**config.mk**
```make
export PLATFORM = sky130hd
export DESIGN_NAME = ltl_link
export DESIGN_NICKNAME = d
export VERILOG_FILES = /design/src/logic/ltl_fifo.v /design/src/logic/ltl_link.v
export VERILOG_INCLUDE_DIRS = /design/src /design/src/logic
export SDC_FILE = /design/constraint.sdc
export NUM_CORES = 1
export LEC_CHECK = 0
export BUFFER_PORTS_ARGS = -buffer_cell sky130_fd_sc_hd__buf_2
export CORE_AREA = 2 2 248 250
export CTS_CLUSTER_SIZE = 24
export DETAILED_ROUTE_END_ITERATION = 10
export DIE_AREA = 0 0 250 252
export PLACE_DENSITY = 0.81
export SLEW_MARGIN = 20
export SYNTH_ARGS = -nofsm -noshare
export SYNTH_HDL_FRONTEND = slang
export SYNTH_SLANG_ARGS = --single-unit
```
**constraint.sdc**
```tcl
create_clock -name clk -period 7.5 [get_ports clk]
set_input_delay 1.5 -clock clk [delete_from_list [all_inputs] [get_ports clk]]
set_output_delay 1.5 -clock clk [all_outputs]
set_load 0.02 [all_outputs]
```
**src/logic/ltl_regs.vh**
```
// constants for the layer-1 transceiver link framer
`ifndef LTL_REGS_VH
`define LTL_REGS_VH

`define LTL_FRAME_RATE_HZ   8000
`define LTL_BASE_RATE_KHZ   3072
`define LTL_CH_PER_CHIP     8
`define LTL_MAX_CHIPS       3
`define LTL_WORD_BITS       32
`define LTL_WORDS_PER_CHIP  9
`define LTL_RX_CH_LAG       2
`define LTL_FIFO_WIDTH      16
`define LTL_FIFO_DEPTH      32
`define LTL_POS_W           10

`define LTL_MODE_TWO_WIRE   2'h0
`define LTL_MODE_SUBSCRIBER 2'h1
`define LTL_MODE_TRUNK      2'h2

`define LTL_WRST_POS        0
`define LTL_STATE_MACHINE_INIT_FIELD_LSB       1
`define LTL_MULTIFRAME_SYNC_BIT_POS       4
`define LTL_RAM_BITS        5
`define LTL_DELAY_LSB       0
`define LTL_DELAY_W         8
`define LTL_SLIP_POS        0
`define LTL_FRAMING_CODE_VIOLATION_FLAG_POS        1
`define LTL_SUPERFRAME_LAST 2'h3

`endif

```
**src/logic/ltl_fifo.v**
```verilog
// synchronous fifo with valid/ready on both sides
`timescale 1ns/10ps
module ltl_fifo #(
  parameter WIDTH = 16,
  parameter DEPTH = 32,
  parameter AW    = 5
) (
  input  wire             clk,
  input  wire             resetn,
  input  wire [WIDTH-1:0] in_data,
  input  wire             in_valid,
  output reg              in_ready,
  output wire [WIDTH-1:0] out_data,
  output reg              out_valid,
  input  wire             out_ready
);
  reg [WIDTH-1:0] mem [0:DEPTH-1];
  reg [AW-1:0]    wr_ptr;
  reg [AW-1:0]    rd_ptr;
  reg [AW:0]      count;
  reg [AW:0]      next_count;
  wire            push = in_valid & in_ready;
  wire            pop  = out_valid & out_ready;

  assign out_data = mem[rd_ptr];

  always @* begin
    next_count = count;
    if (push & ~pop)
      next_count = count + 1'b1;
    else if (pop & ~push)
      next_count = count - 1'b1;
  end

  always @(posedge clk) begin
    if (push)
      mem[wr_ptr] <= in_data;
  end

  always @(posedge clk or negedge resetn) begin
    if (!resetn) begin
      wr_ptr    <= {AW{1'b0}};
      rd_ptr    <= {AW{1'b0}};
      count     <= {(AW+1){1'b0}};
      in_ready  <= 1'b0;
      out_valid <= 1'b0;
    end else begin
      if (push)
        wr_ptr <= (wr_ptr == DEPTH-1) ? {AW{1'b0}} : wr_ptr + 1'b1;
      if (pop)
        rd_ptr <= (rd_ptr == DEPTH-1) ? {AW{1'b0}} : rd_ptr + 1'b1;
      count     <= next_count;
      // full and empty kept as flops so the ports are registered
      in_ready  <= (next_count != DEPTH);
      out_valid <= (next_count != 0);
    end
  end
endmodule // ltl_fifo

```
**src/logic/ltl_link.v**
```verilog
// transceiver-side framer for the serial layer-1 link
`timescale 1ns/10ps
`include "ltl_regs.vh"
module ltl_link #(
  parameter FIFO_DEPTH = `LTL_FIFO_DEPTH,
  parameter FIFO_AW    = 5
) (
  input  wire        clk,
  input  wire        resetn,
  input  wire        frame_sync,
  input  wire        link_bit_clock,
  input  wire        link_rx_line,
  output reg         link_tx_line,
  input  wire        stat_line,
  output reg         cmd_line,
  input  wire [1:0]  mode,
  input  wire [1:0]  num_chips,
  input  wire [23:0] line_active,
  input  wire [15:0] tx_data,
  input  wire        tx_valid,
  output wire        tx_ready,
  input  wire [95:0] chip_command_register,
  input  wire [31:0] channel_command_register,
  input  wire [119:0] tx_ram_ctrl,
  output reg  [7:0]  rx_data,
  output reg  [7:0]  rx_echo,
  output reg  [7:0]  rx_fbit,
  output reg  [4:0]  rx_chan,
  output reg         rx_valid,
  output reg  [23:0] chip_status_register,
  output reg  [23:0] chan_slip,
  output reg  [23:0] framing_code_violation_flag,
  output reg  [1:0]  rate_sel,
  output reg         burst_phase,
  output reg         mchan_cv_mark
);
  // a count of zero chips is treated as one
  function [1:0] chips_of;
    input [1:0] n;
    begin
      chips_of = (n == 2'h0) ? 2'h1 : ((n > 2'h3) ? 2'h3 : n);
    end
  endfunction

  function [4:0] chans_of;
    input [1:0] n;
    begin
      chans_of = {chips_of(n), 3'h0};
    end
  endfunction

  // channel word n of a chip maps to absolute channel 8*chip+n-1
  function [4:0] chan_ix;
    input [1:0] chip;
    input [3:0] word;
    begin
      chan_ix = {chip, 3'h0} + {1'b0, word} - 5'h01;
    end
  endfunction

  localparam [31:0] RX_LAG    = `LTL_RX_CH_LAG;
  localparam [31:0] WORD_LAST = `LTL_WORD_BITS - 1;

  // two-flop synchronisers for every pin
  reg  lc_s1, lc_s2, lc_s3;
  reg  fs_s1, fs_s2, fs_s3;
  reg  rx_s1, rx_s2;
  reg  st_s1, st_s2;
  wire lc_rise = lc_s2 & ~lc_s3;
  wire lc_fall = ~lc_s2 & lc_s3;
  wire fs_rise = fs_s2 & ~fs_s3;

  always @(posedge clk or negedge resetn) begin
    if (!resetn) begin
      lc_s1 <= 1'b0;
      lc_s2 <= 1'b0;
      lc_s3 <= 1'b0;
      fs_s1 <= 1'b0;
      fs_s2 <= 1'b0;
      fs_s3 <= 1'b0;
      rx_s1 <= 1'b0;
      rx_s2 <= 1'b0;
      st_s1 <= 1'b0;
      st_s2 <= 1'b0;
    end else begin
      lc_s1 <= link_bit_clock;
      lc_s2 <= lc_s1;
      lc_s3 <= lc_s2;
      fs_s1 <= frame_sync;
      fs_s2 <= fs_s1;
      fs_s3 <= fs_s2;
      rx_s1 <= link_rx_line;
      rx_s2 <= rx_s1;
      st_s1 <= stat_line;
      st_s2 <= st_s1;
    end
  end

  // tx data fifo
  wire [15:0] f_data;
  wire        f_valid;
  wire        f_pop;

  ltl_fifo #(
    .WIDTH (`LTL_FIFO_WIDTH),
    .DEPTH (FIFO_DEPTH),
    .AW    (FIFO_AW)
  ) u_fifo (
    .clk       (clk),
    .resetn    (resetn),
    .in_data   (tx_data),
    .in_valid  (tx_valid),
    .in_ready  (tx_ready),
    .out_data  (f_data),
    .out_valid (f_valid),
    .out_ready (f_pop)
  );

  // frame position counters
  reg  [`LTL_POS_W-1:0] pos;
  reg                   frame_pend;
  reg                   started;
  reg  [4:0]            cmd_bit;
  reg  [3:0]            cmd_word;
  reg  [1:0]            cmd_chip;
  reg  [15:0]           cur_word;
  reg  [1:0]            frame_cnt;

  wire       st_mode = (mode != `LTL_MODE_TWO_WIRE);
  wire [4:0] nch     = chans_of(num_chips);

  reg  [`LTL_POS_W-1:0] next_pos;
  reg  [4:0]  next_cmd_bit;
  reg  [3:0]  next_cmd_word;
  reg  [1:0]  next_cmd_chip;
  reg  [6:0]  n_ch;
  reg  [3:0]  n_idx;
  reg         n_in_data;
  reg         n_start;
  reg  [15:0] next_word;
  reg  [2:0]  n_elem;
  reg         n_ctl;
  reg         n_dbit;
  reg         n_fmark;
  reg         next_tx;
  reg  [31:0] cmd_word_val;
  reg  [4:0]  ram_ix;
  reg  [4:0]  ch_abs;

  always @* begin
    next_pos      = frame_pend ? {`LTL_POS_W{1'b0}} : pos + 1'b1;
    next_cmd_bit  = frame_pend ? 5'h00 : cmd_bit + 1'b1;
    next_cmd_word = cmd_word;
    next_cmd_chip = cmd_chip;
    if (frame_pend) begin
      next_cmd_word = 4'h0;
      next_cmd_chip = 2'h0;
    end else if (cmd_bit == WORD_LAST[4:0]) begin
      if (cmd_word == `LTL_WORDS_PER_CHIP - 1) begin
        next_cmd_word = 4'h0;
        if (cmd_chip != 2'h3)
          next_cmd_chip = cmd_chip + 1'b1;
      end else begin
        next_cmd_word = cmd_word + 1'b1;
      end
    end
    // slot is 16 link bits in S/T mode, 8 in two-wire mode
    n_ch      = st_mode ? {1'b0, next_pos[9:4]} : next_pos[9:3];
    n_idx     = st_mode ? next_pos[3:0] : {1'b0, next_pos[2:0]};
    // pending sync lets slot 0 launch on the very rise that opens the frame
    n_in_data = (started | frame_pend) & (n_ch < {2'b00, nch});
    n_start   = n_in_data & (n_idx == 4'h0);
    next_word = n_start ? (f_valid ? f_data : 16'h0000) : cur_word;
    n_elem    = st_mode ? n_idx[3:1] : n_idx[2:0];
    n_ctl     = st_mode & n_idx[0];
    n_dbit    = next_word[3'h7 - n_elem];
    n_fmark   = next_word[4'h8 + {1'b0, 3'h7 - n_elem}];
    ch_abs    = n_ch[4:0];
    if (!n_in_data)
      next_tx = 1'b0;
    else if (!st_mode)
      next_tx = n_dbit & line_active[ch_abs];
    else if (n_ctl)
      next_tx = n_fmark;
    else
      next_tx = n_fmark | n_dbit;
    // channel command word mixes register and tx RAM bits
    ram_ix       = chan_ix(next_cmd_chip, next_cmd_word);
    cmd_word_val = channel_command_register;
    cmd_word_val[`LTL_WRST_POS] = tx_ram_ctrl[ram_ix * `LTL_RAM_BITS];
    cmd_word_val[`LTL_STATE_MACHINE_INIT_FIELD_LSB +: 3] = tx_ram_ctrl[ram_ix * `LTL_RAM_BITS + 1 +: 3];
    cmd_word_val[`LTL_MULTIFRAME_SYNC_BIT_POS] = tx_ram_ctrl[ram_ix * `LTL_RAM_BITS + 4];
    if (next_cmd_word == 4'h0)
      cmd_word_val = chip_command_register[{next_cmd_chip, 5'h00} +: 32];
  end

  // pops only on a link rise at slot start; an empty fifo sends zeros
  assign f_pop = lc_rise & n_start;

  always @(posedge clk or negedge resetn) begin
    if (!resetn) begin
      pos           <= {`LTL_POS_W{1'b1}};
      frame_pend    <= 1'b0;
      started       <= 1'b0;
      cmd_bit       <= 5'h00;
      cmd_word      <= 4'h0;
      cmd_chip      <= 2'h3;
      cur_word      <= 16'h0000;
      link_tx_line  <= 1'b0;
      cmd_line      <= 1'b0;
      frame_cnt     <= 2'h0;
      burst_phase   <= 1'b0;
      mchan_cv_mark <= 1'b0;
      rate_sel      <= 2'h1;
    end else begin
      rate_sel <= chips_of(num_chips);
      if (fs_rise) begin
        frame_pend    <= 1'b1;
        frame_cnt     <= frame_cnt + 1'b1;
        burst_phase   <= ~frame_cnt[0];
        mchan_cv_mark <= (frame_cnt == `LTL_SUPERFRAME_LAST);
      end
      if (lc_rise) begin
        if (frame_pend)
          started <= 1'b1;
        frame_pend   <= fs_rise;
        if (next_pos != {`LTL_POS_W{1'b1}})
          pos <= next_pos;
        cmd_bit      <= next_cmd_bit;
        cmd_word     <= next_cmd_word;
        cmd_chip     <= next_cmd_chip;
        cur_word     <= next_word;
        link_tx_line <= next_tx;
        if ((started | frame_pend) && next_cmd_chip < chips_of(num_chips))
          cmd_line <= cmd_word_val[next_cmd_bit];
        else
          cmd_line <= 1'b0;
      end
    end
  end

  // receive side sampled at the link clock fall
  reg  [7:0]  rx_d;
  reg  [7:0]  rx_c;
  reg  [31:0] stat_sh;
  reg  [6:0]  c_ch;
  reg  [3:0]  c_idx;
  reg  [2:0]  c_elem;
  reg         c_ctl;
  reg         c_in_data;
  reg         c_last;
  reg  [7:0]  d_now;
  reg  [7:0]  c_now;
  reg  [5:0]  rx_ch_full;
  reg  [31:0] stat_now;
  reg  [4:0]  st_ix;

  always @* begin
    c_ch      = st_mode ? {1'b0, pos[9:4]} : pos[9:3];
    c_idx     = st_mode ? pos[3:0] : {1'b0, pos[2:0]};
    c_elem    = st_mode ? c_idx[3:1] : c_idx[2:0];
    c_ctl     = st_mode & c_idx[0];
    c_in_data = started & (c_ch < {2'b00, nch});
    c_last    = st_mode ? (c_idx == 4'hf) : (c_idx == 4'h7);
    d_now     = rx_d;
    c_now     = rx_c;
    if (c_ctl)
      c_now[3'h7 - c_elem] = rx_s2;
    else
      d_now[3'h7 - c_elem] = rx_s2;
    if (!st_mode)
      c_now = 8'h00;
    rx_ch_full = {1'b0, c_ch[4:0]} + RX_LAG[5:0];
    if (rx_ch_full >= {1'b0, nch})
      rx_ch_full = rx_ch_full - {1'b0, nch};
    stat_now = {st_s2, stat_sh[31:1]};
    st_ix    = chan_ix(cmd_chip, cmd_word);
  end

  always @(posedge clk or negedge resetn) begin
    if (!resetn) begin
      rx_d                 <= 8'h00;
      rx_c                 <= 8'h00;
      rx_data              <= 8'h00;
      rx_echo              <= 8'h00;
      rx_fbit              <= 8'h00;
      rx_chan              <= 5'h00;
      rx_valid             <= 1'b0;
      stat_sh              <= 32'h00000000;
      chip_status_register <= 24'h000000;
      chan_slip            <= 24'h000000;
      framing_code_violation_flag <= 24'h000000;
    end else begin
      rx_valid <= 1'b0;
      if (lc_fall) begin
        if (c_in_data) begin
          rx_d <= d_now;
          rx_c <= c_now;
          if (c_last) begin
            rx_data  <= d_now & ~c_now;
            rx_echo  <= c_now & ~d_now;
            rx_fbit  <= c_now & d_now;
            rx_chan  <= rx_ch_full[4:0];
            rx_valid <= 1'b1;
          end
        end
        stat_sh <= stat_now;
        if (started && cmd_bit == WORD_LAST[4:0] && cmd_chip < chips_of(num_chips)) begin
          if (cmd_word == 4'h0)
            chip_status_register[{cmd_chip, 3'h0} +: `LTL_DELAY_W] <=
              stat_now[`LTL_DELAY_LSB +: `LTL_DELAY_W];
          else begin
            // other status bits are transceiver test bits and dropped
            chan_slip[st_ix] <= stat_now[`LTL_SLIP_POS];
            framing_code_violation_flag[st_ix] <= stat_now[`LTL_FRAMING_CODE_VIOLATION_FLAG_POS];
          end
        end
      end
    end
  end
endmodule // ltl_link

```
# Word level (Yosys, flattened, before mapping)
# Memory sizes are Yosys's and may differ from the RTL's.
# Cells that the tools add are included.
dict set report totals {
  memories 1
  mem_bits_rw 512
  out_inout_bits 109
  elab_cells 199
  reg_bits 225
  inputBits 299
}
# name depth width rd rd_clocked_by_memory_dff write_ports line_no
set memory_table {}
lappend memory_table {u_fifo.mem 32 16 1 0 1 ltl_fifo.v:17} ;# reg [WIDTH-1:0] mem [0:DEPTH-1];
dict set report op_classes {
  n_mul 1
  magnitude_cmp 16
  add_sub_neg 21
  n_reduce_logical 18
  bitwise 28
  shift 4
  n_mux 61
  eq_ne 10
}
# op n
set ops {}
lappend ops {{indexed part select 120 x 10 -> 3 bit} 1}
lappend ops {{indexed part select 96 x 8 -> 32 bit} 1}
lappend ops {{bitwise mux 24 bit} 3}
lappend ops {{two-way mux 16 bit} 2}
lappend ops {{two-way mux 32 bit} 1}
lappend ops {{AND 8 bit} 3}
lappend ops {{two-way mux 8 bit} 3}
lappend ops {{variable shift 8 x 7 -> 24 bit (first input constant)} 1}
lappend ops {{indexed part select 8 x 7 -> 24 bit} 1}
lappend ops {{two-way mux 1 bit} 20}
lappend ops {{two-way mux 4 bit} 5}
lappend ops {{two-way mux 5 bit} 4}
lappend ops {{less-than comparator 5 x 6 -> 1 bit (second input constant)} 3}
lappend ops {{bitwise mux 8 bit} 2}
lappend ops {{NOT 8 bit} 2}
lappend ops {{adder 5 x 1 -> 5 bit (second input constant)} 3}
lappend ops {{== test 5 bit (second input constant)} 3}
lappend ops {{AND 1 bit} 14}
lappend ops {{binary-select mux 1 bit (select 7 bit)} 2}
lappend ops {{less-than comparator 7 x 5 -> 1 bit} 2}
lappend ops {{two-way mux 7 bit} 2}
lappend ops {{logical NOT 4 bit} 3}
lappend ops {{two-way mux 2 bit} 6}
lappend ops {{two-way mux 6 bit} 2}
lappend ops {{other kinds (46)} 70}

# Longest topological paths before layout
dict set report logic_depth {
  ltp_word 15
  ltp_mapped 29
  mapped_depth_nobuf 23
}

# Hierarchy
# From an unflattened synthesis, not the netlist that was laid out.
dict set report hier_totals {
  hier_cells 2998
  area_unflattened_um2 36333.6
}
# mod cells_each instances area_per_inst_um2
set by_module_without_submodules {}
lappend by_module_without_submodules {ltl_fifo 1220 1 20953.8}
lappend by_module_without_submodules {ltl_link 1778 1 15379.8}

# Worst setup path after synthesis
# OpenSTA, ideal clock, no wires.
dict set report synth_path {
  kind {register -> register}
  from {register cmd_word[0]}
  to {register cmd_line}
  setup_slack_ps 1468
  period_less_slack_ps 6032
  stages_incl_launch_ff 25
  setup_ps 82
  required_time_ps 7418
  arrival_time_ps 5951
  path_cell_list {dfrtp_1 -> buf_2 -> buf_2 -> buf_2 -> buf_2 -> inv_1 -> ha_1 -> and4b_1 -> buf_6 -> nor3_4 -> buf_4 -> buf_2 -> ha_1 -> inv_1 -> fa_1 -> xor2_1 -> inv_1 -> ha_1 -> ha_1 -> fa_1 -> xor2_1 -> mux4_2 -> o211ai_1 -> o211ai_1 -> a31oi_1}
}
dict set report synth_via {
  elab_chain_cells 14
  elab_cells_between_ends 26
  classes_between {add/sub: 5; mul: 1; order compare: 1; eq/ne: 1; shift: 2; mux: 14; reduce/logical: 2}
}
# item line_no
set synth_rtl {}
lappend synth_rtl {{from (decl)} ltl_link.v:124} ;# reg [3:0] cmd_word;
lappend synth_rtl {{from (signal assigned)} ltl_link.v:230} ;# cmd_word <= next_cmd_word;
lappend synth_rtl {{adder 4 x 1 -> 4 bit / == test 4 bit (equally long branches)} {ltl_link.v:164, ltl_link.v:159}}
lappend synth_rtl {{two-way mux 4 bit} ltl_link.v:159} ;# if (cmd_word == `LTL_WORDS_PER_CHIP - 1) begin
lappend synth_rtl {{two-way mux 4 bit *} ltl_link.v:158} ;# end else if (cmd_bit == WORD_LAST[4:0]) begin
lappend synth_rtl {{two-way mux 4 bit *} ltl_link.v:155} ;# if (frame_pend) begin
lappend synth_rtl {{net next_cmd_word[0]} ltl_link.v:134} ;# reg [3:0] next_cmd_word;
lappend synth_rtl {{adder 5 x 4 -> 5 bit} ltl_link.v:57} ;# chan_ix = {chip, 3'h0} + {1'b0, word} - 5'h01;
lappend synth_rtl {{subtractor 5 x 1 -> 5 bit} ltl_link.v:57}
lappend synth_rtl {{multiplier 5 x 3 -> 8 bit (no source line)} -}
lappend synth_rtl {{adder 8 x 3 -> 9 bit} ltl_link.v:192} ;# cmd_word_val[`LTL_MULTIFRAME_SYNC_BIT_POS] = tx_ram_ctrl[ram_ix * `LTL_RAM_BITS + 4];
lappend synth_rtl {{binary-select mux 1 bit (select 7 bit)} ltl_link.v:192}
lappend synth_rtl {{two-way mux 1 bit} ltl_link.v:192}
lappend synth_rtl {{two-way mux 32 bit *} ltl_link.v:193} ;# if (next_cmd_word == 4'h0)
lappend synth_rtl {{binary-select mux 1 bit (select 5 bit) *} ltl_link.v:235} ;# cmd_line <= cmd_word_val[next_cmd_bit];
lappend synth_rtl {{two-way mux 1 bit (implied by the code) *} ltl_link.v:235}
lappend synth_rtl {{two-way mux 1 bit *} ltl_link.v:234} ;# if ((started | frame_pend) && next_cmd_chip < chips_of(num_chips))
lappend synth_rtl {{to (signal assigned)} ltl_link.v:235}
lappend synth_rtl {{to (decl)} ltl_link.v:15} ;# output reg cmd_line,
# Mark *: on every way through the listed nets, which the timed path passes. The rest lies on a longest branch. The select of a mux whose other input is x is not followed.
# A chain may end at the register's enable or synchronous reset.

# Worst setup path after layout
dict set report layout_path {
  from {register cmd_bit[0]}
  to {register cmd_line}
}
dict set report layout_via {
  elab_chain_cells 13
  elab_cells_between_ends 25
  classes_between {add/sub: 5; mul: 1; order compare: 1; eq/ne: 1; shift: 2; mux: 13; reduce/logical: 2}
}
# item line_no
set layout_rtl {}
lappend layout_rtl {{from (decl)} ltl_link.v:123} ;# reg [4:0] cmd_bit;
lappend layout_rtl {{from (signal assigned)} ltl_link.v:229} ;# cmd_bit <= next_cmd_bit;
lappend layout_rtl {{== test 5 bit} ltl_link.v:158}
lappend layout_rtl {{two-way mux 4 bit / two-way mux 2 bit (equally long branches)} ltl_link.v:158}
lappend layout_rtl {{two-way mux 4 bit / two-way mux 2 bit (equally long branches)} ltl_link.v:155}
lappend layout_rtl {{adder 5 x 4 -> 5 bit} ltl_link.v:57}
lappend layout_rtl {{subtractor 5 x 1 -> 5 bit} ltl_link.v:57}
lappend layout_rtl {{multiplier 5 x 3 -> 8 bit (no source line)} -}
lappend layout_rtl {{adder 8 x 3 -> 9 bit} ltl_link.v:192}
lappend layout_rtl {{binary-select mux 1 bit (select 7 bit)} ltl_link.v:192}
lappend layout_rtl {{two-way mux 1 bit} ltl_link.v:192}
lappend layout_rtl {{two-way mux 32 bit} ltl_link.v:193}
lappend layout_rtl {{binary-select mux 1 bit (select 5 bit)} ltl_link.v:235}
lappend layout_rtl {{two-way mux 1 bit (implied by the code)} ltl_link.v:235}
lappend layout_rtl {{two-way mux 1 bit *} ltl_link.v:234}
# Mark *: on every way between the ends. The rest lies on a longest branch, timed or not. The select of a mux whose other input is x is not followed.

==> results.sh <==
export IMPL_num_vias=24958
export IMPL_synth_compound_area_share_pct=8.88
export IMPL_drt_iter0_drc=2805
export IMPL_fin_crit_ns=6.66
export IMPL_synth_nets=2921
export IMPL_cts_resized=0
export IMPL_rows=90
export IMPL_fp_dieH_um=252
export IMPL_grt_max_degree=108
export IMPL_cts_root_buf="clkbuf_16"
export IMPL_layout_drive_gt1_share_pct=30.4
export IMPL_ys_warnings_count=0
export IMPL_use_met3_pct=6.15
export IMPL_layout_commonest_cell="edfxtp_1"
export IMPL_drt_pass1_iterations=5
export IMPL_avgSynthCellArea_um2=13.7
export IMPL_arrival_ns=7.20
export IMPL_dp_hpwl_um=69700
export IMPL_initial_core_util_pct=58.6
export IMPL_routed_wirelength_um=105000
export IMPL_rsz0062_at_grt="false"
export IMPL_setup_violations=0
export IMPL_worst_pin_slew_ns=1.21
export IMPL_dieArea_um2=63000
export IMPL_yosys_area_share_simple_pct=8.83
export IMPL_grt_busiest_layer="met2"
export IMPL_avgViaCountPerCell=6.60
export IMPL_port_buffers=402
export IMPL_synthFlopType="edfxtp_1"
export IMPL_r2r_end="cmd_line"
export IMPL_leakage_nw=15.4
export IMPL_nNetsFinal=3275
export IMPL_cts_hold_buf=0
export IMPL_finalPower_mw=11.6
export IMPL_worstHoldStart="st_s1"
export IMPL_critPathRequiredTime_ns=8.04
export IMPL_drc_errors=0
export IMPL_drv_cap=0
export IMPL_synth_edff_count=512
export IMPL_drt_wirelength_per_cell_um=27.7
export IMPL_worst_slack_ns=0.841
export IMPL_muxShareOfSynthArea_pct=17.2
export IMPL_r2r_cells=19
export IMPL_path_clk_slew_ns=0.06
export IMPL_yosys_cell_types_count=92
export IMPL_worstSkewPairLatency_ns=0.64
export IMPL_yosys_register_bits=735
export IMPL_overflow=0
export IMPL_dp_slack_ns=0.966
export IMPL_timing_worst_setup_path_type="flip-flop to flip-flop"
export IMPL_worstHoldPathCells=0
export IMPL_critPathCaptureType="flip-flop"
export IMPL_cts_sinks=735
export IMPL_crit_path_start="cmd_bit[0]"
export IMPL_grt_pass1_vias=25063
export IMPL_cts_inserted_buffers=73
export IMPL_grt_pass1_wl_um=156000
export IMPL_grt_use_total_pct=33.3
export IMPL_cts_setup_buffers=0
export IMPL_clock_fmax_mhz=150
export IMPL_async_reset_ff_share_pct=30.3
export IMPL_cp_start_kind="flip-flop"
export IMPL_slew_headroom_pct=19.1
export IMPL_core_um2=60100
export IMPL_ys_seq_area_share_pct=59.5
export IMPL_use_met1_pct=41.5
export IMPL_htreeDepth=3
export IMPL_cts_buffer_depth=3
export IMPL_min_to="st_s2"
export IMPL_mappedNetlistArea_um2=35200
export IMPL_cp_max_fo=22
export IMPL_n_fill_cell=4082
export IMPL_hold_violations=0
export IMPL_final_period_utilization_pct=88.8
export IMPL_routabilityCongestion=0.986
export IMPL_cts_tree="built"
export IMPL_finalInstanceArea_um2=40400
export IMPL_r2r_start="cmd_bit[0]"
export IMPL_place_area_um2=37900
export IMPL_synthAdderAreaFrac_pct=1.97
export IMPL_hold_ws_ns=0.354
export IMPL_r2r_setup_slack_ns=0.84
export IMPL_drtAntennaViolNets=0
export IMPL_ios=408
export IMPL_die_w_um=250
export IMPL_status="finished clean"
export IMPL_antenna_found_initial=22
export IMPL_area_growth_pct=14.7
export IMPL_synthCells=2570
export IMPL_power_density_nw_per_um2=287
export IMPL_ir_worst_vdd_v=0.000263
export IMPL_grtUsageMet2_pct=56.4
export IMPL_layout_common_cells="edfxtp_1, buf_2, nand2_1, dfrtp_1, mux4_2"
export IMPL_synthXorXnorAreaFrac_pct=0.873
export IMPL_hold_path_class="flip-flop to flip-flop"
export IMPL_tns_ns=0
export IMPL_synth_top_family_by_area="multiplexers"
export IMPL_slew_violations=0
export IMPL_skew_ns=0.0356
[cells in the mapped netlist (all sizes together), types with 12 or more instances]
cell type / number / share of area (%)
a211oi: 14 / 0.30
nor2: 170 / 1.8
xnor2: 20 / 0.55
edfxtp: 512 / 44
nor3: 33 / 0.53
o31ai: 21 / 0.53
nand2: 309 / 3.3
a22oi: 14 / 0.30
ha: 49 / 1.7
mux2: 105 / 3.4
o22ai: 39 / 0.69
and3: 13 / 0.23
a31oi: 21 / 0.37
o21ai: 131 / 1.9
nand3: 59 / 0.89
mux2i: 119 / 3.4
mux4: 163 / 10
buf: 88 / 1.4
a21oi: 69 / 1.0
inv: 37 / 0.39
nand4: 19 / 0.34
dfstp: 13 / 0.97
xor2: 13 / 0.32
o22a: 16 / 0.40
a2111oi: 12 / 0.35
o211ai: 17 / 0.36
clkbuf: 80 / 0.85
dfrtp: 210 / 15
or3: 12 / 0.21
[flip-flops by register name, summed over array words and instances (netlist names), 6 cells and up]
register                     cells
rx_data                          8
u_fifo.mem                     512
rx_echo                          8
chan_slip                       24
framing_code_violation_flag     24
rx_d                             8
pos                             10
chip_status_register            24
rx_c                             8
stat_sh                         31
cur_word                        16
u_fifo.count                     6
rx_fbit                          8
[metrics by stage]
stage,util (%),std cells
2_1_floorplan,-,2570
3_3_place_gp,62.9,3631
3_5_place_dp,62.9,3631
4_1_cts,67.0,3765
5_1_grt,67.2,3781
6_report,67.2,3783
[area by class of cell]
| type | instances | area (µm²) | area share (%) |
|---|---|---|---|
| antenna | 18 | 45.0 | 0.111 |
| clock buffer | 82 | 1880 | 4.65 |
| clock inverter | 52 | 576 | 1.42 |
| inverter | 42 | 158 | 0.390 |
| multi-input combinational | 1625 | 13400 | 33.2 |
| sequential | 735 | 21000 | 51.9 |
| tap | 782 | 978 | 2.42 |
| timing repair buffer | 447 | 2360 | 5.84 |
[report_power, final]
| part | switching [mW] | internal [mW] |
|---|---|---|
| Combinational | 1.57 | 1.27 |
| Clock | 1.59 | 2.15 |
| Sequential | 0.342 | 4.68 |
[kinds of logic after synthesis]
group / count (synthesis)
XOR/XNOR: 33
AND/OR/NAND/NOR: 688
multiplexers: 387
buffers and inverters: 210
AO/OA/AOI/OAI: 463
adder cells (fa/ha/maj): 54
flip-flops: 735
[critical path: stages, from the launching register on]
cell,delay [ns]
dfrtp_1,0.47
ha_1,0.25
and3_1,0.17
ha_1,0.34
buf_4,0.33
xnor2_1,0.19
nor3_4,0.19
ha_1,0.19
inv_1,0.06
fa_1,0.49
buf_4,0.21
clkinv_1,0.47
ha_1,0.42
ha_1,0.21
fa_1,0.85
xor2_1,0.60
mux4_2,0.59
o211ai_1,0.18
o211ai_1,0.14
a31oi_1,0.20
[worst max path at each step]
stage	slack, ns	end	cells past startpoint
final	0.84	cmd_line	19
after global routing	0.45	cmd_line	19
after CTS	0.94	cmd_line	19
after detailed placement	0.97	cmd_line	19
after global placement	1.06	cmd_line	19
after floorplan	1.47	cmd_line	24
[metal layers]
| metal | part of all wire, % | up-vias | wire length [µm] |
|---|---|---|---|
| met4 | 5.2 | 2 | 5410 |
| met5 | 0.011 | - | 12 |
| met1 | 36 | 12406 | 38300 |
| li1 | - | 10642 | - |
| met2 | 50 | 1599 | 52100 |
| met3 | 8.7 | 309 | 9160 |
(Power assumes the default switching activity.)
